## config.mk

```make
export PLATFORM = sky130hd
export DESIGN_NAME = accel_config_register_bank
export DESIGN_NICKNAME = d
export VERILOG_FILES = /design/src/accel_regs_pkg.sv /design/src/accel_config_register_bank.sv
export SDC_FILE = /design/constraint.sdc
export NUM_CORES = 1
export LEC_CHECK = 0
export ABC_AREA = 1
export BUFFER_PORTS_ARGS = -buffer_cell sky130_fd_sc_hd__clkbuf_2
export CORE_MARGIN = 2
export CORE_UTILIZATION = 40
export CTS_CLUSTER_DIAMETER = 150
export DETAILED_ROUTE_END_ITERATION = 16
export GPL_TIMING_DRIVEN = 0
export PLACE_DENSITY = 0.59
export SYNTH_ARGS = -nofsm -noshare
export SYNTH_HDL_FRONTEND = slang
export SYNTH_SLANG_ARGS = --single-unit
```

## constraint.sdc

```tcl
create_clock -name sys_clk -period 4.6 [get_ports sys_clk]
set_clock_uncertainty 0.2 [all_clocks]
set_input_delay 0.23 -clock sys_clk [delete_from_list [all_inputs] [get_ports sys_clk]]
set_output_delay 0.23 -clock sys_clk [all_outputs]
set_load 0.01 [all_outputs]
```

## src/accel_regs_pkg.sv

```systemverilog
// Package with addresses, field positions and reset values of the sensor configuration register bank.
package accel_regs_pkg;
   // Register addresses on the serial register bus.
   localparam logic [7:0] ADDR_X_LOW = 8'h0c;
   localparam logic [7:0] ADDR_X_HIGH = 8'h0d;
   localparam logic [7:0] ADDR_Y_LOW = 8'h0e;
   localparam logic [7:0] ADDR_Y_HIGH = 8'h0f;
   localparam logic [7:0] ADDR_Z_LOW = 8'h10;
   localparam logic [7:0] ADDR_Z_HIGH = 8'h11;
   localparam logic [7:0] ADDR_REVISION = 8'h12;
   localparam logic [7:0] ADDR_IDENTITY = 8'h13;
   localparam logic [7:0] ADDR_STATE = 8'h14;
   localparam logic [7:0] ADDR_CTL_A = 8'h15;
   localparam logic [7:0] ADDR_CTL_B = 8'h16;
   localparam logic [7:0] ADDR_CTL_C = 8'h17;
   localparam logic [7:0] ADDR_CTL_D = 8'h18;
   localparam logic [7:0] ADDR_CTL_E = 8'h19;
   localparam logic [7:0] ADDR_ACT_IDLE_LOW = 8'h1a;
   localparam logic [7:0] ADDR_ACT_IDLE_HIGH = 8'h1b;
   localparam logic [7:0] ADDR_DOR_IDLE_LOW = 8'h1c;
   localparam logic [7:0] ADDR_DOR_IDLE_HIGH = 8'h1d;
   localparam logic [7:0] ADDR_INACT_LOW = 8'h1e;
   localparam logic [7:0] ADDR_INACT_HIGH = 8'h1f;
   // Step between consecutive register addresses.
   localparam logic [7:0] ADDR_STEP = 8'h01;
   // Reset values of the writable registers.
   localparam logic [7:0] RST_CTL_A = 8'h00;
   localparam logic [7:0] RST_CTL_B = 8'h00;
   localparam logic [7:0] RST_CTL_C = 8'h00;
   localparam logic [7:0] RST_CTL_D = 8'h01;
   localparam logic [7:0] RST_CTL_E = 8'h00;
   localparam logic [11:0] RST_COUNT12 = 12'h000;
   localparam logic [7:0] READ_ZERO = 8'h00;
   localparam logic [3:0] NIBBLE_ZERO = 4'h0;
   // Field positions in the second control register.
   localparam int B_FAST_READ = 0;
   localparam int B_AINC_TEMP = 1;
   localparam int B_BYTE_ORDER = 2;
   // Field positions in the first control register.
   localparam int A_SOFT_RESET = 7;
   // Field positions in the fifth control register.
   localparam int E_X_SKIP = 5;
   localparam int E_Y_SKIP = 4;
   localparam int E_Z_SKIP = 3;
   localparam int E_HIBERNATE = 0;
endpackage : accel_regs_pkg

```

## src/accel_config_register_bank.sv

```systemverilog
// Configuration, identity and buffer read-port register bank of the three-axis motion sensor.
//
// Summary of operation
// Y low returns [7:0] or [11:4].
// Y high returns [11:8] or [3:0].
// Z pair splits like Y pair.
// Y skip steps over both Y registers.
// Z skip steps over both Z registers.
// Revision register read-only, BCD major.minor.
// Identity register read-only fixed eight-bit code.
// State register shows mode, gate error, count.
// Control A: range, self-test, reset, active.
// Control B: power modes, order, increment, fast.
// Control C: wake and sleep rates, decimation.
// Control D: interrupt sources, pin, trigger enable.
// Control E: axis skips and hibernate enable.
// Twelve-bit active idle time, low/high split.
// Twelve-bit dormant idle time, low/high split.
// Twelve-bit inactivity count, low/high split.
// Host writes count low at least one.
// Pointer advances; buffer axes wrap around.
// Writes to read-only registers are ignored.
`timescale 1ns/1ps
module accel_config_register_bank #(
   parameter logic [7:0] REVISION_CODE = 8'h10, // Two BCD digits, here 1.0.
   parameter logic [7:0] IDENTITY_CODE = 8'h5a  // Value is arbitrary.
) (
   input wire logic sys_clk,
   input wire logic rst,
   input wire logic xfer_start,
   input wire logic [7:0] start_addr,
   input wire logic rd_strobe,
   input wire logic wr_strobe,
   input wire logic [7:0] wr_data,
   input wire logic [11:0] buf_y_sample,
   input wire logic [11:0] buf_z_sample,
   input wire logic [1:0] op_mode,
   input wire logic gate_error,
   input wire logic [4:0] gate_error_count,
   output logic [7:0] rd_data,
   output logic rd_valid,
   output logic [7:0] sensor_control_a,
   output logic [7:0] sensor_control_b,
   output logic [7:0] sensor_control_c,
   output logic [7:0] sensor_control_d,
   output logic [7:0] sensor_control_e,
   output logic [11:0] active_idle,
   output logic [11:0] dormant_idle,
   output logic [11:0] inactivity_count
);

   ////////////////////////////////////////////////////////////////////////////////
   // Address pointer and its auto-increment.
   ////////////////////////////////////////////////////////////////////////////////

   logic [7:0] read_ptr; // Register addressed by the next byte.
   logic [7:0] next_read_ptr; // Pointer after a read byte.
   logic [7:0] read_value; // Byte the pointer selects now.
   logic take_write; // A write that is not shadowed by a read.

   // Pick the first buffer axis after axis k that is not skipped, wrapping around.
   // Axes are 0 for X, 1 for Y and 2 for Z.
   function automatic logic [7:0] after_axis(input logic [1:0] k, input logic xs, input logic ys,
                                              input logic zs);
      logic [7:0] low_addr [3];
      logic skip [3];
      logic [7:0] res;
      low_addr[0] = accel_regs_pkg::ADDR_X_LOW;
      low_addr[1] = accel_regs_pkg::ADDR_Y_LOW;
      low_addr[2] = accel_regs_pkg::ADDR_Z_LOW;
      skip[0] = xs;
      skip[1] = ys;
      skip[2] = zs;
      // With every axis skipped the read leaves the buffer block.
      res = accel_regs_pkg::ADDR_REVISION;
      for (int i = 3; i >= 1; i--) begin
         if (!skip[(k + i) % 3]) begin
            res = low_addr[(k + i) % 3];
         end
      end
      return res;
   endfunction : after_axis

   // Successor of the pointer after a read byte.
   always_comb begin
      logic fast;
      logic xs;
      logic ys;
      logic zs;
      fast = sensor_control_b[accel_regs_pkg::B_FAST_READ];
      xs = sensor_control_e[accel_regs_pkg::E_X_SKIP];
      ys = sensor_control_e[accel_regs_pkg::E_Y_SKIP];
      zs = sensor_control_e[accel_regs_pkg::E_Z_SKIP];
      case (read_ptr)
         // Fast read visits only the low byte of each enabled axis.
         accel_regs_pkg::ADDR_X_LOW: begin
            next_read_ptr = fast ? after_axis(2'd0, xs, ys, zs) : accel_regs_pkg::ADDR_X_HIGH;
         end
         accel_regs_pkg::ADDR_X_HIGH: begin
            next_read_ptr = after_axis(2'd0, xs, ys, zs);
         end
         accel_regs_pkg::ADDR_Y_LOW: begin
            next_read_ptr = fast ? after_axis(2'd1, xs, ys, zs) : accel_regs_pkg::ADDR_Y_HIGH;
         end
         accel_regs_pkg::ADDR_Y_HIGH: begin
            next_read_ptr = after_axis(2'd1, xs, ys, zs);
         end
         accel_regs_pkg::ADDR_Z_LOW: begin
            next_read_ptr = fast ? after_axis(2'd2, xs, ys, zs) : accel_regs_pkg::ADDR_Z_HIGH;
         end
         accel_regs_pkg::ADDR_Z_HIGH: begin
            next_read_ptr = after_axis(2'd2, xs, ys, zs);
         end
         default: begin
            // Outside the buffer block the pointer simply counts up.
            next_read_ptr = read_ptr + accel_regs_pkg::ADDR_STEP;
         end
      endcase
   end

   // A read and a write in the same cycle cannot both be honoured; the read wins.
   assign take_write = wr_strobe && !rd_strobe;

   // The pointer loads on a transfer start and steps after every byte.
   always_ff @(posedge sys_clk or posedge rst) begin
      if (rst) begin
         read_ptr <= accel_regs_pkg::READ_ZERO;
      end else if (xfer_start) begin
         read_ptr <= start_addr;
      end else if (rd_strobe) begin
         read_ptr <= next_read_ptr;
      end else if (take_write) begin
         read_ptr <= read_ptr + accel_regs_pkg::ADDR_STEP;
      end
   end

   ////////////////////////////////////////////////////////////////////////////////
   // Read multiplexer.
   ////////////////////////////////////////////////////////////////////////////////

   // Select the byte at the pointer; unmapped addresses read as zero.
   always_comb begin
      logic order;
      order = sensor_control_b[accel_regs_pkg::B_BYTE_ORDER];
      case (read_ptr)
         accel_regs_pkg::ADDR_Y_LOW: begin
            read_value = order ? buf_y_sample[11:4] : buf_y_sample[7:0];
         end
         accel_regs_pkg::ADDR_Y_HIGH: begin
            read_value = order ? {accel_regs_pkg::NIBBLE_ZERO, buf_y_sample[3:0]} :
                                 {accel_regs_pkg::NIBBLE_ZERO, buf_y_sample[11:8]};
         end
         accel_regs_pkg::ADDR_Z_LOW: begin
            read_value = order ? buf_z_sample[11:4] : buf_z_sample[7:0];
         end
         accel_regs_pkg::ADDR_Z_HIGH: begin
            read_value = order ? {accel_regs_pkg::NIBBLE_ZERO, buf_z_sample[3:0]} :
                                 {accel_regs_pkg::NIBBLE_ZERO, buf_z_sample[11:8]};
         end
         accel_regs_pkg::ADDR_REVISION: read_value = REVISION_CODE;
         accel_regs_pkg::ADDR_IDENTITY: read_value = IDENTITY_CODE;
         accel_regs_pkg::ADDR_STATE: begin
            read_value = {gate_error, gate_error_count, op_mode};
         end
         accel_regs_pkg::ADDR_CTL_A: read_value = sensor_control_a;
         accel_regs_pkg::ADDR_CTL_B: read_value = sensor_control_b;
         accel_regs_pkg::ADDR_CTL_C: read_value = sensor_control_c;
         accel_regs_pkg::ADDR_CTL_D: read_value = sensor_control_d;
         accel_regs_pkg::ADDR_CTL_E: read_value = sensor_control_e;
         accel_regs_pkg::ADDR_ACT_IDLE_LOW: read_value = active_idle[7:0];
         accel_regs_pkg::ADDR_ACT_IDLE_HIGH: read_value = {accel_regs_pkg::NIBBLE_ZERO, active_idle[11:8]};
         accel_regs_pkg::ADDR_DOR_IDLE_LOW: read_value = dormant_idle[7:0];
         accel_regs_pkg::ADDR_DOR_IDLE_HIGH: read_value = {accel_regs_pkg::NIBBLE_ZERO, dormant_idle[11:8]};
         accel_regs_pkg::ADDR_INACT_LOW: read_value = inactivity_count[7:0];
         accel_regs_pkg::ADDR_INACT_HIGH: read_value = {accel_regs_pkg::NIBBLE_ZERO, inactivity_count[11:8]};
         default: read_value = accel_regs_pkg::READ_ZERO;
      endcase
   end

   // Register the read byte so the output comes straight from a flip-flop.
   always_ff @(posedge sys_clk or posedge rst) begin
      if (rst) begin
         rd_data <= accel_regs_pkg::READ_ZERO;
         rd_valid <= 1'b0;
      end else begin
         rd_valid <= rd_strobe && !xfer_start;
         if (rd_strobe && !xfer_start) begin
            rd_data <= read_value;
         end
      end
   end

   ////////////////////////////////////////////////////////////////////////////////
   // Writable registers.
   ////////////////////////////////////////////////////////////////////////////////

   logic wr_ok; // A write that lands on the current pointer.
   logic soft_reset; // Soft reset request written this cycle.

   assign wr_ok = take_write && !xfer_start;
   // Soft reset acts once and is never stored, so the bit always reads back zero.
   assign soft_reset = wr_ok && (read_ptr == accel_regs_pkg::ADDR_CTL_A) && wr_data[accel_regs_pkg::A_SOFT_RESET];

   // Control registers; a write to any read-only address falls through to nothing.
   always_ff @(posedge sys_clk or posedge rst) begin
      if (rst) begin
         sensor_control_a <= accel_regs_pkg::RST_CTL_A;
         sensor_control_b <= accel_regs_pkg::RST_CTL_B;
         sensor_control_c <= accel_regs_pkg::RST_CTL_C;
         sensor_control_d <= accel_regs_pkg::RST_CTL_D;
         sensor_control_e <= accel_regs_pkg::RST_CTL_E;
      end else if (soft_reset) begin
         // Soft reset returns every control field to its power-on value.
         sensor_control_a <= accel_regs_pkg::RST_CTL_A;
         sensor_control_b <= accel_regs_pkg::RST_CTL_B;
         sensor_control_c <= accel_regs_pkg::RST_CTL_C;
         sensor_control_d <= accel_regs_pkg::RST_CTL_D;
         sensor_control_e <= accel_regs_pkg::RST_CTL_E;
      end else if (wr_ok) begin
         case (read_ptr)
            accel_regs_pkg::ADDR_CTL_A: sensor_control_a <= wr_data;
            accel_regs_pkg::ADDR_CTL_B: sensor_control_b <= wr_data;
            accel_regs_pkg::ADDR_CTL_C: sensor_control_c <= wr_data;
            accel_regs_pkg::ADDR_CTL_D: sensor_control_d <= wr_data;
            accel_regs_pkg::ADDR_CTL_E: sensor_control_e <= wr_data;
            default: begin
               // Read-only and unmapped addresses keep their contents.
            end
         endcase
      end
   end

   // Twelve-bit timing values; the high byte keeps only its low nibble.
   always_ff @(posedge sys_clk or posedge rst) begin
      if (rst) begin
         active_idle <= accel_regs_pkg::RST_COUNT12;
         dormant_idle <= accel_regs_pkg::RST_COUNT12;
         inactivity_count <= accel_regs_pkg::RST_COUNT12;
      end else if (soft_reset) begin
         active_idle <= accel_regs_pkg::RST_COUNT12;
         dormant_idle <= accel_regs_pkg::RST_COUNT12;
         inactivity_count <= accel_regs_pkg::RST_COUNT12;
      end else if (wr_ok) begin
         case (read_ptr)
            accel_regs_pkg::ADDR_ACT_IDLE_LOW: active_idle[7:0] <= wr_data;
            accel_regs_pkg::ADDR_ACT_IDLE_HIGH: active_idle[11:8] <= wr_data[3:0];
            accel_regs_pkg::ADDR_DOR_IDLE_LOW: dormant_idle[7:0] <= wr_data;
            accel_regs_pkg::ADDR_DOR_IDLE_HIGH: dormant_idle[11:8] <= wr_data[3:0];
            // A zero low byte here leaves automatic sleep off; the host must write one or more.
            accel_regs_pkg::ADDR_INACT_LOW: inactivity_count[7:0] <= wr_data;
            accel_regs_pkg::ADDR_INACT_HIGH: inactivity_count[11:8] <= wr_data[3:0];
            default: begin
               // Other addresses leave the timing values alone.
            end
         endcase
      end
   end

   ////////////////////////////////////////////////////////////////////////////////
   // Assertions.
   ////////////////////////////////////////////////////////////////////////////////

   logic rd_go; // Read byte taken this cycle.
   assign rd_go = rd_strobe && !xfer_start;

   property p_y_low_order;
      @(posedge sys_clk) disable iff (rst)
      (rd_go && read_ptr == accel_regs_pkg::ADDR_Y_LOW)
         |=> rd_valid && rd_data == ($past(sensor_control_b[accel_regs_pkg::B_BYTE_ORDER]) ?
             $past(buf_y_sample[11:4]) : $past(buf_y_sample[7:0]));
   endproperty
   a_y_low_order: assert property (p_y_low_order) else $error("Y low byte wrong.");

   property p_y_high_order;
      @(posedge sys_clk) disable iff (rst)
      (rd_go && read_ptr == accel_regs_pkg::ADDR_Y_HIGH && sensor_control_b[accel_regs_pkg::B_BYTE_ORDER])
         |=> rd_data == {4'h0, $past(buf_y_sample[3:0])};
   endproperty
   a_y_high_order: assert property (p_y_high_order) else $error("Y high byte wrong.");

   property p_z_high_le;
      @(posedge sys_clk) disable iff (rst)
      (rd_go && read_ptr == accel_regs_pkg::ADDR_Z_HIGH && !sensor_control_b[accel_regs_pkg::B_BYTE_ORDER])
         |=> rd_data == {4'h0, $past(buf_z_sample[11:8])};
   endproperty
   a_z_high_le: assert property (p_z_high_le) else $error("Z high byte wrong.");

   property p_y_skipped;
      @(posedge sys_clk) disable iff (rst)
      (rd_go && sensor_control_e[accel_regs_pkg::E_Y_SKIP] && read_ptr != accel_regs_pkg::ADDR_Y_LOW)
         |=> read_ptr != accel_regs_pkg::ADDR_Y_LOW && read_ptr != accel_regs_pkg::ADDR_Y_HIGH;
   endproperty
   a_y_skipped: assert property (p_y_skipped) else $error("Pointer entered skipped Y.");

   property p_z_skipped;
      @(posedge sys_clk) disable iff (rst)
      (rd_go && sensor_control_e[accel_regs_pkg::E_Z_SKIP] && read_ptr != accel_regs_pkg::ADDR_Z_LOW)
         |=> read_ptr != accel_regs_pkg::ADDR_Z_LOW && read_ptr != accel_regs_pkg::ADDR_Z_HIGH;
   endproperty
   a_z_skipped: assert property (p_z_skipped) else $error("Pointer entered skipped Z.");

   property p_ident_read;
      @(posedge sys_clk) disable iff (rst)
      (rd_go && read_ptr == accel_regs_pkg::ADDR_REVISION && !xfer_start)
         |=> rd_data == REVISION_CODE ##0 (read_ptr == accel_regs_pkg::ADDR_IDENTITY);
   endproperty
   a_ident_read: assert property (p_ident_read) else $error("Revision read or step wrong.");

   property p_ro_write;
      @(posedge sys_clk) disable iff (rst)
      (wr_ok && read_ptr >= accel_regs_pkg::ADDR_Y_LOW && read_ptr <= accel_regs_pkg::ADDR_STATE)
         |=> $stable(sensor_control_a) && $stable(sensor_control_e) && $stable(inactivity_count);
   endproperty
   a_ro_write: assert property (p_ro_write) else $error("Read-only write changed state.");

   property p_idle_split;
      @(posedge sys_clk) disable iff (rst)
      (wr_ok && read_ptr == accel_regs_pkg::ADDR_ACT_IDLE_HIGH)
         |=> active_idle[11:8] == $past(wr_data[3:0]) && $stable(active_idle[7:0]);
   endproperty
   a_idle_split: assert property (p_idle_split) else $error("Active idle high wrong.");

   property p_count_low;
      @(posedge sys_clk) disable iff (rst)
      (wr_ok && read_ptr == accel_regs_pkg::ADDR_INACT_LOW)
         |=> inactivity_count[7:0] == $past(wr_data);
   endproperty
   a_count_low: assert property (p_count_low) else $error("Inactivity low byte wrong.");

   property p_ctl_e_write;
      @(posedge sys_clk) disable iff (rst)
      (wr_ok && read_ptr == accel_regs_pkg::ADDR_CTL_E) |=> sensor_control_e == $past(wr_data);
   endproperty
   a_ctl_e_write: assert property (p_ctl_e_write) else $error("Control E not stored.");

   property p_fast_wrap;
      @(posedge sys_clk) disable iff (rst)
      (rd_go && read_ptr == accel_regs_pkg::ADDR_Z_LOW && sensor_control_b[accel_regs_pkg::B_FAST_READ]
       && !sensor_control_e[accel_regs_pkg::E_X_SKIP]) |=> read_ptr == accel_regs_pkg::ADDR_X_LOW;
   endproperty
   a_fast_wrap: assert property (p_fast_wrap) else $error("Fast read did not wrap.");

endmodule : accel_config_register_bank

```

# --- Word level (Yosys, flattened, before mapping) ---
# Cells that the tools add are included.
word_totals:
  register_bits: 93
  inputBits: 53
  out_inout_bits: 85
classes:
  n_addsub: 1
  n_eq_ne: 20
  n_mux: 48
  n_reduce_logical: 31
ops:
  columns: ["cell", "n"]
  rows:
  - ["$mux W8", 31]
  - ["$pmux W8 S18", 1]
  - ["$eq A8 B5 Y1 const B", 16]
  - ["$mux W12", 6]
  - ["$pmux W8 S6", 1]
  - ["$eq A8 B4 Y1 const B", 4]
  - ["$reduce_bool A2 Y1", 12]
  - ["$reduce_and A2 Y1", 11]
  - ["$mux W4", 5]
  - ["$mux W5", 3]
  - ["$add A8 B1 Y8 const B", 1]
  - ["$logic_and A1 B1 Y1", 5]
  - ["$reduce_bool A3 Y1", 1]
  - ["$logic_not A1 Y1", 2]
  - ["$mux W2", 1]

# --- Longest topological paths before layout ---
# Gate-level depths: netlist of the first run.
depth:
  depth_word: 7
  depth_mapped: 13
  ltp_nobuf: 12

# --- Worst setup path after synthesis of the first run ---
# OpenSTA, ideal clock, no wires.
synth_timing:
  path_kind: "register to register"
  start: "reg read_ptr[0]"
  end: "reg read_ptr[2]"
  setup_ps: 116
  arrival_ps: 1593
  required_time_ps: 4284
  setup_slack_ps: 2691
  stages_incl_launch_ff: 13
  n_path_buf: 0
  synth_period_minus_slack_ps: 1909
  cell_sequence: "dfrtp_1 -> inv_1 -> ha_1 -> inv_1 -> nor2_1 -> o21ai_0 -> nand3_1 -> nand2_1 -> inv_1 -> nand2_1 -> nand3_1 -> nand2_1 -> nand2_1"
synth_via:
  elab_chain_cells: 4
synth_lines:
  columns: ["item", "line_no", "text"]
  rows:
  - ["start, declared", "accel_config_register_bank.sv:56", "logic [7:0] read_ptr;"]
  - ["start signal, assigned", "accel_config_register_bank.sv:127", "read_ptr <= accel_regs_pkg::READ_ZERO;"]
  - ["start signal, assigned", "accel_config_register_bank.sv:129", "read_ptr <= start_addr;"]
  - ["start signal, assigned", "accel_config_register_bank.sv:131", "read_ptr <= next_read_ptr;"]
  - ["$add A8 B1 Y8, or another cell as far along", "accel_config_register_bank.sv:116, accel_config_register_bank.sv:133", null]
  - ["$pmux W8 S6 or $mux W8 (tied branches)", "accel_config_register_bank.sv:94, accel_config_register_bank.sv:132", null]
  - ["$mux W8 *", "accel_config_register_bank.sv:130", "end else if (rd_strobe) begin"]
  - ["$mux W8 *", "accel_config_register_bank.sv:128", "end else if (xfer_start) begin"]
# Mark *: on every way between the ends. The rest lies on a longest branch, timed or not. The select of a mux whose other input is x is not followed.
# A chain may end at the register's enable or synchronous reset.

# --- Worst setup path after layout of the first run ---
layout_timing:
  start: "in xfer_start"
  end: "reg dormant_idle[7]"
layout_via:
  elab_chain_cells: 6
layout_lines:
  columns: ["item", "line_no", "text"]
  rows:
  - ["start, declared", "accel_config_register_bank.sv:30", "input wire logic xfer_start,"]
  - ["$logic_not A1 Y1 *", null, null]
  - ["$logic_and A1 B1 Y1 *", "accel_config_register_bank.sv:200", "assign wr_ok = take_write && !xfer_start;"]
  - ["$logic_and A1 B1 Y1 (2 in series)", "accel_config_register_bank.sv:202", "assign soft_reset = wr_ok && (read_ptr == accel_regs_pkg::ADDR_CTL_A) && wr_data[accel_regs_pkg::A_SOFT_RESET] ..."]
  - ["$reduce_bool A2 Y1 (no line)", null, null]
  - ["$reduce_and A2 Y1 (no line)", null, null]
  - ["end signal, assigned", "accel_config_register_bank.sv:237", "dormant_idle <= accel_regs_pkg::RST_COUNT12;"]
  - ["end signal, assigned", "accel_config_register_bank.sv:241", "dormant_idle <= accel_regs_pkg::RST_COUNT12;"]
  - ["end signal, assigned", "accel_config_register_bank.sv:247", "accel_regs_pkg::ADDR_DOR_IDLE_LOW: dormant_idle[7:0] <= wr_data;"]
  - ["end, declared", "accel_config_register_bank.sv:48", "output logic [11:0] dormant_idle,"]
# Mark *: on every way between the ends. The rest lies on a longest branch, timed or not.

==> results.toml, run 1 <==
[final_layout]
fillers = 1404
drive_above_1_share_pct = 21.72
syn_to_final_growth_pct = 24.36
diodes = 0
multi_input_area_um2 = 2618
seqCellArea_um2 = 2328
final_nets = 968
instances_no_fill = 1092

[logic_synthesis]
ys_seq_elements = 93
synthFlopType = "dfrtp_1"
synthArstFlopShare_pct = 100.0
synth_edf_count = 0
synth.most_common_cell = "nand2_1"
ys_warn_count = 0
synth.avg_cell_area_um2 = 7.080
ys_top_cells_by_area = "dfrtp_1 43%, nand2_1 18%, nand3_1 6.5%"
synth_top_area_cell = "dfrtp_1"
syn_inst = 756
synth_top_area_share_pct = 43.01
synthTopCellsByCount = "251 x nand2_1, 92 x dfrtp_1, 78 x nor2_1"
netlist_area_um2 = 5353
seq_area_frac_synth_pct = 43.50
yosysUniqueCellTypes = 36
synth_nets = 813

[die]
floorplan.initialDensity_pct = 40.74
dieWidth_um = 119.7
die_area_um2 = 14320
core-area_um2 = 13140
io_pins = 138
die_y_um = 119.7
fp-row-count = 42

[clocking]
insertion_delay_ps = 360
cts_resized = 0
h-tree-depth = 3
root_buffer = "clkbuf_16"
cts_buffers = 9
cts_buffer_depth = 2
cts.sinks = 93
cts_tree = "built"
clk_pin_slew_ps = 70

[sta]
finalMaxSlewViolations = 0
tightest_slew_ps = 783.1
holdWs_ps = -4.959
fin_crit_sh_pct = 56.60
max_slew_margin_pct = 47.51
timing.fmax_mhz = 384.1
rsz0062_at_grt = "false"
setup_viol = 0
fin_crit_ps = 2603
hold_violations = 1
setup_tns_ps = 0

[routing]
dr.pass1.iters = 5
drt_iter0_markers = 580
viasPerCell = 5.396
totalWireLength_um = 19880
drtAntennaViolNets = 0
vias = 5892
wl_per_cell_um = 18.21
drc = 0

[worst_setup_path]
startpoint = "xfer_start"
worstSetupPathType = "input port to register"
critical-path-max-stage-delay_ps = 530
r2r-start = "read_ptr[1]$_DFFE_PP0P_"
crit_fanout = 10
critPathLaunchType = "input port"
crit_required_ps = 4630
critPathCaptureType = "register"
cp_cell_sequence = "dlygate4sd3_1 -> clkbuf_2 -> nor2_1 -> inv_1 -> nor2_1 -> buf_4 -> nand2_1 -> nand2_1 -> o21ai_0"
slowest_stage = "dlygate4sd3_1"
arrival_ps = 2630

[placed_design]
dp_hpwl_um = 15100
place.port_buffers = 137
dp_cells = 1070
place.gp.congestion = 0.9205

[run_status]
status = "finished, violations left"
violations = "negative hold slack"

[power_and_ir_drop]
p_comb_share_pct = 17.2
swShare_pct = 30.53
p_switching_uw = 629.2
seqPwrFrac_pct = 44.5
ir_drop_mv = 0.1629
clkPwrFrac_pct = 38.3
p_leak_nw = 3.641
internal_power_mw = 1.431
p_per_area_nw_per_um2 = 309.6

[worst_hold_path]
min_path_type = "input port to register"
hp-start = "start_addr[5]"

[global_routing]
grt_pass1_vias = 5657
grt_start_max_net_pins = 48
overflow = 0
grt_pass1_wl_um = 30940
grt_usage_pct = 28.37
antenna_found_initial = 0

[run]
maxCapViolCount = 0
## power by group through the flow
| stage | Sequential, mW | Combinational [mW] | Clock (mW) |
|---|---|---|---|
| after detailed placement | 0.933 | 0.345 | 0 |
| after global routing | 0.924 | 0.397 | 0.833 |
| after floorplan | 0.937 | 0.196 | 0 |
| after CTS | 0.917 | 0.353 | 0.798 |
| final | 0.918 | 0.354 | 0.789 |
| after global placement | 0.931 | 0.337 | 0 |
## sequential cells by signal, summed over array words and instances (netlist names)
signal	cells
active_idle	12
dormant_idle	12
inactivity_count	12
rd_data	8
read_ptr	8
sensor_control_a	8
sensor_control_b	8
sensor_control_c	8
sensor_control_d	8
sensor_control_e	8
rd_valid	1
## layer usage
| metal | part of all wire [%] | wire (um) | vias up | track usage, % |
|---|---|---|---|---|
| li1 | - | - | 2770 | - |
| met5 | 0 | 0 | - | 0 |
| met1 | 43 | 8504 | 2762 | 38.65 |
| met4 | 3.0 | 602 | 0 | 10.22 |
| met3 | 9.0 | 1798 | 38 | 5.703 |
| met2 | 45 | 8977 | 322 | 44.93 |
## stage by stage
step / utilization (%) / instance area, um^2 / total power [mW] / hold WS (ps) / setup slack (ps)
final: 50.67 / 6656 / 2.060 / -4.959 / 1997
after global routing: 50.67 / 6656 / 2.154 / 15.48 / 1853
after CTS: 50.67 / 6656 / 2.068 / 2.708 / 2048
after detailed placement: 47.87 / 6289 / 1.278 / 160.9 / 2124
after global placement: 47.64 / 6259 / 1.267 / 264.2 / 556.3
after floorplan: - / 5353 / 1.134 / 152.6 / 1751
## cell families (layout without fill, tap and decap cells)
family,count (synthesis),in the layout,synth area share (%)
xor+xnor,2,2,0.3273
flops,93,93,43.50
buf+inv,95,255,7.597
fa+ha+maj,4,4,0.9351
simple gates,431,431,34.36
compound gates,131,131,13.28
## timing repair
action | CTS | global route
setup buffers | 0 | 0
hold buffers | 6 | 0
endpoints found under the hold margin | 50 | 0
## worst max-delay path: cells and delay by family
kind            cells  cell delay, ps
simple gates        4            1150
buf+inv             4            1060
compound gates      1             160
## placed cells by master (no fill, tap or decap), types with 2 or more instances in the layout
| cell type | instances |
|---|---|
| a21oi_1 | 8 |
| buf_2 | 10 |
| buf_4 | 3 |
| buf_6 | 3 |
| clkbuf_1 | 7 |
| clkbuf_16 | 9 |
| clkbuf_2 | 138 |
| dfrtp_1 | 92 |
| dlygate4sd3_1 | 6 |
| ha_1 | 4 |
| inv_1 | 65 |
| inv_2 | 2 |
| inv_4 | 2 |
| inv_6 | 2 |
| nand2_1 | 251 |
| nand2_2 | 8 |
| nand3_1 | 70 |
| nor2_1 | 78 |
| nor2_2 | 5 |
| nor2_4 | 3 |
| nor2_8 | 2 |
| nor3_1 | 5 |
| o211ai_1 | 7 |
| o21ai_0 | 70 |
| o21ai_1 | 18 |
| o22ai_1 | 26 |
| or2_2 | 3 |
| xor2_1 | 2 |
## area by class of cell
type | count | area share [%]
plain buffers | 25 | 2.124
clock buffers | 10 | 3.590
clock inverters | 6 | 1.034
inverters | 70 | 4.023
multi-input cells | 568 | 39.32
flip-flops and latches | 93 | 34.98
well taps | 176 | 3.308
repair buffers | 144 | 11.62
## worst paths after layout
| path | end | slack, ps | cells after the start |
|---|---|---|---|
| min in group asynchronous | read_ptr[1]$_DFFE_PP0P_ | 310 | 3 |
| max in group asynchronous | sensor_control_b[6]$_DFFE_PP0P_ | 3220 | 4 |
| setup / recovery | dormant_idle[7]$_DFFE_PP0P_ | 2000 | 9 |
| hold / removal | read_ptr[5]$_DFFE_PP0P_ | -5 | 3 |
| hold reg to reg | rd_data[4]$_DFFE_PP0P_ | 280 | 2 |
| setup reg to reg | rd_data[3]$_DFFE_PP0P_ | 2060 | 12 |
Note: power is estimated with default switching activity, not from simulation.
==> inputs of run 2 (changes only) <==
--- a/config.mk
+++ b/config.mk
@@ -12,7 +12,7 @@
 export CTS_CLUSTER_DIAMETER = 150
 export DETAILED_ROUTE_END_ITERATION = 16
 export GPL_TIMING_DRIVEN = 0
-export PLACE_DENSITY = 0.59
+export PLACE_DENSITY = 0.62
 export SYNTH_ARGS = -nofsm -noshare
 export SYNTH_HDL_FRONTEND = slang
 export SYNTH_SLANG_ARGS = --single-unit
==> constraint.sdc (replaced) <==
create_clock -name sys_clk -period 2.21 [get_ports sys_clk]
set_clock_uncertainty 0.2 [all_clocks]
set_input_delay 0.1105 -clock sys_clk [delete_from_list [all_inputs] [get_ports sys_clk]]
set_output_delay 0.1105 -clock sys_clk [all_outputs]
set_load 0.01 [all_outputs]
==> results.toml, run 2 (synthesis gave the netlist of run 1 again) <==
[run_status]
status = "finished clean"

[routing]
wl_per_cell_um = 17.71
drc = 0
top_layer_used = "met4"
wl_met1_um = 8908
totalWireLength_um = 19760
drt_iter0_markers = 623
dr.pass1.iters = 5
vias = 5914
drtAntennaViolNets = 0
wl_met3_um = 1670
wl_met2_um = 8856
viasPerCell = 5.299

[final_layout]
diodes = 0
biggestRegsByFlops = "active_idle x12, dormant_idle x12, inactivity_count x12"
final_cell_mix = "243 x nand2_1, 141 x clkbuf_2, 91 x dfrtp_1"
final_nets = 992
instances_no_fill = 1116
layout_commonest_cell = "nand2_1"
final_core_util_pct = 53.51
design_area_um2 = 7030
drive_above_1_share_pct = 25.74
syn_to_final_growth_pct = 31.35

[worst_setup_path]
critPathBufInv = 3
crit_required_ps = 2240
crit_fanout = 10
critPathCaptureType = "register"
worstSetupPathType = "register to register"
rrSetupSlack_ps = 90
cp_cell_sequence = "inv_1 -> nand2_1 -> nor2_4 -> nand2_2 -> nor2_8 -> nand3_4 -> inv_2 -> nor2_2 -> buf_6 -> nand2_1 -> o21ai_1"
critPathLaunchType = "register"
path_common_cell = "nand2_1"
critical-path-max-stage-delay_ps = 400
crit_family = "simple AND/OR/NAND/NOR gates"
slowest_stage = "dfrtp_1"
arrival_ps = 2160

[clocking]
cts_buffers = 9
root_buffer = "clkbuf_16"
cts.sinks = 93
cts_buffer_depth = 2
clk_pin_slew_ps = 70
h-tree-depth = 3
insertion_delay_ps = 360
cts_tree = "built"

[sta]
hold_violations = 0
rsz0062_at_grt = "true"
setup_viol = 0
fin_crit_sh_pct = 96.09
fin_crit_ps = 2124
finalMaxSlewViolations = 0
max_slew_margin_pct = 51.73
tightest_slew_ps = 721.3
timing.fmax_mhz = 470.9

[placed_design]
dp_hpwl_um = 14880
place_area_um2 = 6302
place.port_buffers = 137
place.gp.congestion = 0.9069
dp_cells = 1071

[power_and_ir_drop]
p_per_area_nw_per_um2 = 601.6
p_leak_nw = 3.793
ir_drop_mv = 0.4404

[global_routing]
grt_start_max_net_pins = 42
grt_pass1_wl_um = 30530
grt_usage_pct = 28.07
overflow = 0
grt_pass1_vias = 5436
antenna_found_initial = 0

[run]
maxCapViolCount = 0

[die]
core-area_um2 = 13140
io_pins = 138
dieWidth_um = 119.7
die_area_um2 = 14320
fp-row-count = 42
floorplan.initialDensity_pct = 40.74
die_y_um = 119.7

[worst_hold_path]
min_path_type = "input port to register"
-- run 2: worst register-to-register path, delay by kind of cell, from the launching register on --
| family | cells | cell delay (ps) |
|---|---|---|
| and+or+nand+nor | 7 | 920 |
| buffers and inverters | 3 | 450 |
| DFF | 1 | 400 |
| AOI/OAI and AO/OA | 1 | 50 |
-- run 2: path summary, 6_finish.rpt --
| kind | start | endpoint | cells past startpoint |
|---|---|---|---|
| min reg2reg | rd_data[6]$_DFFE_PP0P_ | rd_data[6]$_DFFE_PP0P_ | 2 |
| min | op_mode[1] | rd_data[1]$_DFFE_PP0P_ | 7 |
| max in group asynchronous | rst | sensor_control_d[0]$_DFFE_PP1P_ | 4 |
| max reg2reg | read_ptr[6]$_DFFE_PP0P_ | sensor_control_d[7]$_DFFE_PP0P_ | 11 |
| max | read_ptr[6]$_DFFE_PP0P_ | sensor_control_d[7]$_DFFE_PP0P_ | 11 |
| min in group asynchronous | rst | sensor_control_c[1]$_DFFE_PP0P_ | 3 |
-- run 2: cell type report --
| class | count | area (um^2) |
|---|---|---|
| Fill cell | 1343 | 6107 |
| Multi-Input combinational cell | 568 | 2764 |
| Sequential cell | 93 | 2330 |
| Timing Repair Buffer | 168 | 993.5 |
| Inverter | 70 | 271.5 |
| Clock buffer | 12 | 246.5 |
| Tap cell | 176 | 220.2 |
| Buffer | 25 | 175.2 |
| Clock inverter | 4 | 30.03 |
-- run 2: timing repair --
action                                  in CTS  in global routing
setup buffers                                3                  6
endpoints found under the hold margin      118                  0
pin swaps                                    1                  8
resized for setup                           12                 59
endpoints found under the setup margin      45                 83
hold buffers                                20                  0
-- run 2: per-stage QoR --
step	hold slack, ps	total power [mW]	TNS [ps]	setup slack, ps
after global placement	166.4	2.653	-2384	-139.8
after floorplan	33.14	2.360	0	301.0
after global routing	71.30	4.426	-102.2	-23.68
final	36.65	4.230	0	86.48
after detailed placement	-26.22	2.665	-2425	-124.7
after CTS	33.01	4.181	0	0.4701
-- run 2: metal layers --
| layer | vias to the layer above | track usage [%] |
|---|---|---|
| met5 | - | 0 |
| met3 | 23 | 6.464 |
| met2 | 287 | 42.36 |
| met4 | 0 | 7.132 |
| met1 | 2787 | 40.73 |
| li1 | 2817 | - |
-- run 2: power breakdown --
group          total [mW]  switching [mW]  internal (mW)
Combinational       0.821           0.521          0.300
Clock                1.50           0.695          0.801
Sequential           1.91           0.105           1.81
==> inputs of run 3 (changes only) <==
==> constraint.sdc (replaced) <==
create_clock -name sys_clk -period 1.9 [get_ports sys_clk]
set_clock_uncertainty 0.2 [all_clocks]
set_input_delay 0.095 -clock sys_clk [delete_from_list [all_inputs] [get_ports sys_clk]]
set_output_delay 0.095 -clock sys_clk [all_outputs]
set_load 0.01 [all_outputs]
==> results.toml, run 3 (synthesis gave the netlist of run 1 again) <==
[worst_setup_path]
crit_required_ps = 1950
crit_fanout = 7
worstSetupPathType = "register to register"
slowest_stage = "dfrtp_1"
critPathCaptureType = "register"
cp_cell_sequence = "inv_2 -> nand2_2 -> nor2_4 -> nand2_4 -> nor2_8 -> nand3_4 -> buf_6 -> buf_12 -> buf_8 -> nand3_2 -> o21ai_1"
critPathLaunchType = "register"
arrival_ps = 2140
critical-path-max-stage-delay_ps = 430
critPathBufInv = 4
crit_family = "simple AND/OR/NAND/NOR gates"

[clocking]
clk_pin_slew_ps = 70
insertion_delay_ps = 370
root_buffer = "clkbuf_16"
cts_buffer_depth = 2
cts_tree = "built"
cts_buffers = 9
cts.sinks = 93
h-tree-depth = 3

[die]
floorplan.initialDensity_pct = 40.74
io_pins = 138
die_y_um = 119.7
core-area_um2 = 13140
die_area_um2 = 14320
dieWidth_um = 119.7
fp-row-count = 42

[final_layout]
final_core_util_pct = 65.59
diodes = 0
instances_no_fill = 1161
drive_above_1_share_pct = 45.48
fillers = 1109
syn_to_final_growth_pct = 60.99
multi_input_area_um2 = 3689
biggestRegsByFlops = "active_idle x12, dormant_idle x12, inactivity_count x12"
final_nets = 1037
layout_commonest_cell = "nand2_1"
final_cell_mix = "198 x nand2_1, 140 x clkbuf_2, 90 x dfrtp_1"
seqCellArea_um2 = 2331

[routing]
wl_per_cell_um = 19.97
vias = 6514
drc = 0
drtAntennaViolNets = 0
drt_iter0_markers = 818
dr.pass1.iters = 5
viasPerCell = 5.611
totalWireLength_um = 23180

[run]
maxCapViolCount = 0

[sta]
finalMaxSlewViolations = 0
setup_slack_ps = -193.1
timing.fmax_mhz = 477.7
setup_tns_ps = -9411
hold_violations = 0
tightest_slew_ps = 665.9
setup_viol = 84
fin_crit_sh_pct = 110.2
max_slew_margin_pct = 55.51
rsz0062_at_grt = "true"
fin_crit_ps = 2093

[power_and_ir_drop]
p_per_area_nw_per_um2 = 619.9
ir_drop_mv = 0.4819
p_leak_nw = 4.477

[run_status]
status = "finished, violations left"
violations = "negative setup slack"

[worst_hold_path]
min_path_type = "input port to register"

[global_routing]
grt_pass1_wl_um = 32850
grt_start_max_net_pins = 42
overflow = 0
grt_pass1_vias = 5849
grt_usage_pct = 30.20
antenna_found_initial = 0

[placed_design]
dp_cells = 1071
dp_hpwl_um = 14880
place.port_buffers = 137
place.gp.congestion = 0.9218
[run 3: path summary, 6_finish.rpt]
kind / start / endpoint / slack (ps) / depth (start not counted)
setup reg to reg: read_ptr[5]$_DFFE_PP0P_ / inactivity_count[6]$_DFFE_PP0P_ / -190 / 11
hold reg to reg: rd_data[7]$_DFFE_PP0P_ / rd_data[7]$_DFFE_PP0P_ / 280 / 2
max in group asynchronous: rst / sensor_control_d[0]$_DFFE_PP1P_ / 440 / 5
hold / removal: op_mode[1] / rd_data[1]$_DFFE_PP0P_ / 20 / 7
min in group asynchronous: rst / sensor_control_b[1]$_DFFE_PP0P_ / 170 / 3
setup / recovery: read_ptr[5]$_DFFE_PP0P_ / inactivity_count[6]$_DFFE_PP0P_ / -190 / 11
[run 3: power breakdown]
group          leakage [nW]  total [mW]  switching [mW]  internal [mW]
combinational          3.16        1.28           0.770          0.510
clock                 0.143        1.81           0.904          0.909
sequential             1.17        2.25           0.145           2.10
total                  4.48        5.34            1.82           3.52
[run 3: layout make-up]
cell class	instances	area share (%)
plain buffers	25	3.165
clock buffers	9	2.614
clock inverters	7	0.7115
inverters	70	3.441
multi-input cells	569	42.81
flip-flops and latches	93	27.05
well taps	176	2.556
repair buffers	212	17.66
[run 3: metrics by stage]
step	area [um^2]	hold slack, ps	setup WS [ps]	power, mW
floorplan	5359	17.64	10.55	2.745
global placement	6265	155.6	-491.2	3.088
detailed placement	6305	3.084	-505.8	3.103
CTS	7682	4.261	-85.18	5.119
global route	8617	49.55	-264.4	5.514
finish	8617	17.01	-193.1	5.341
[run 3: routing by layer]
metal	track usage [%]	up-vias	share of wire, %
met4	12.35	0	3.7
met5	0	-	0
met2	46.36	412	46
met1	42.70	3124	41
li1	-	2914	-
met3	4.610	64	9.3
[run 3: worst register-to-register path: stages, from the launching register on]
cell and delay, ps:
dfrtp_1 430, inv_2 100, nand2_2 60, nor2_4 190
nand2_4 120, nor2_8 150, nand3_4 130, buf_6 180
buf_12 160, buf_8 140, nand3_2 50, o21ai_1 70
[run 3: repair_timing]
| action | CTS | global route |
|---|---|---|
| pin swaps | 48 | 63 |
| setup buffers | 24 | 18 |
| resized for setup | 194 | 198 |
| endpoints found under the setup margin | 90 | 92 |
| hold buffers | 19 | 1 |
| endpoints found under the hold margin | 92 | 7 |
| cloned | 7 | 7 |
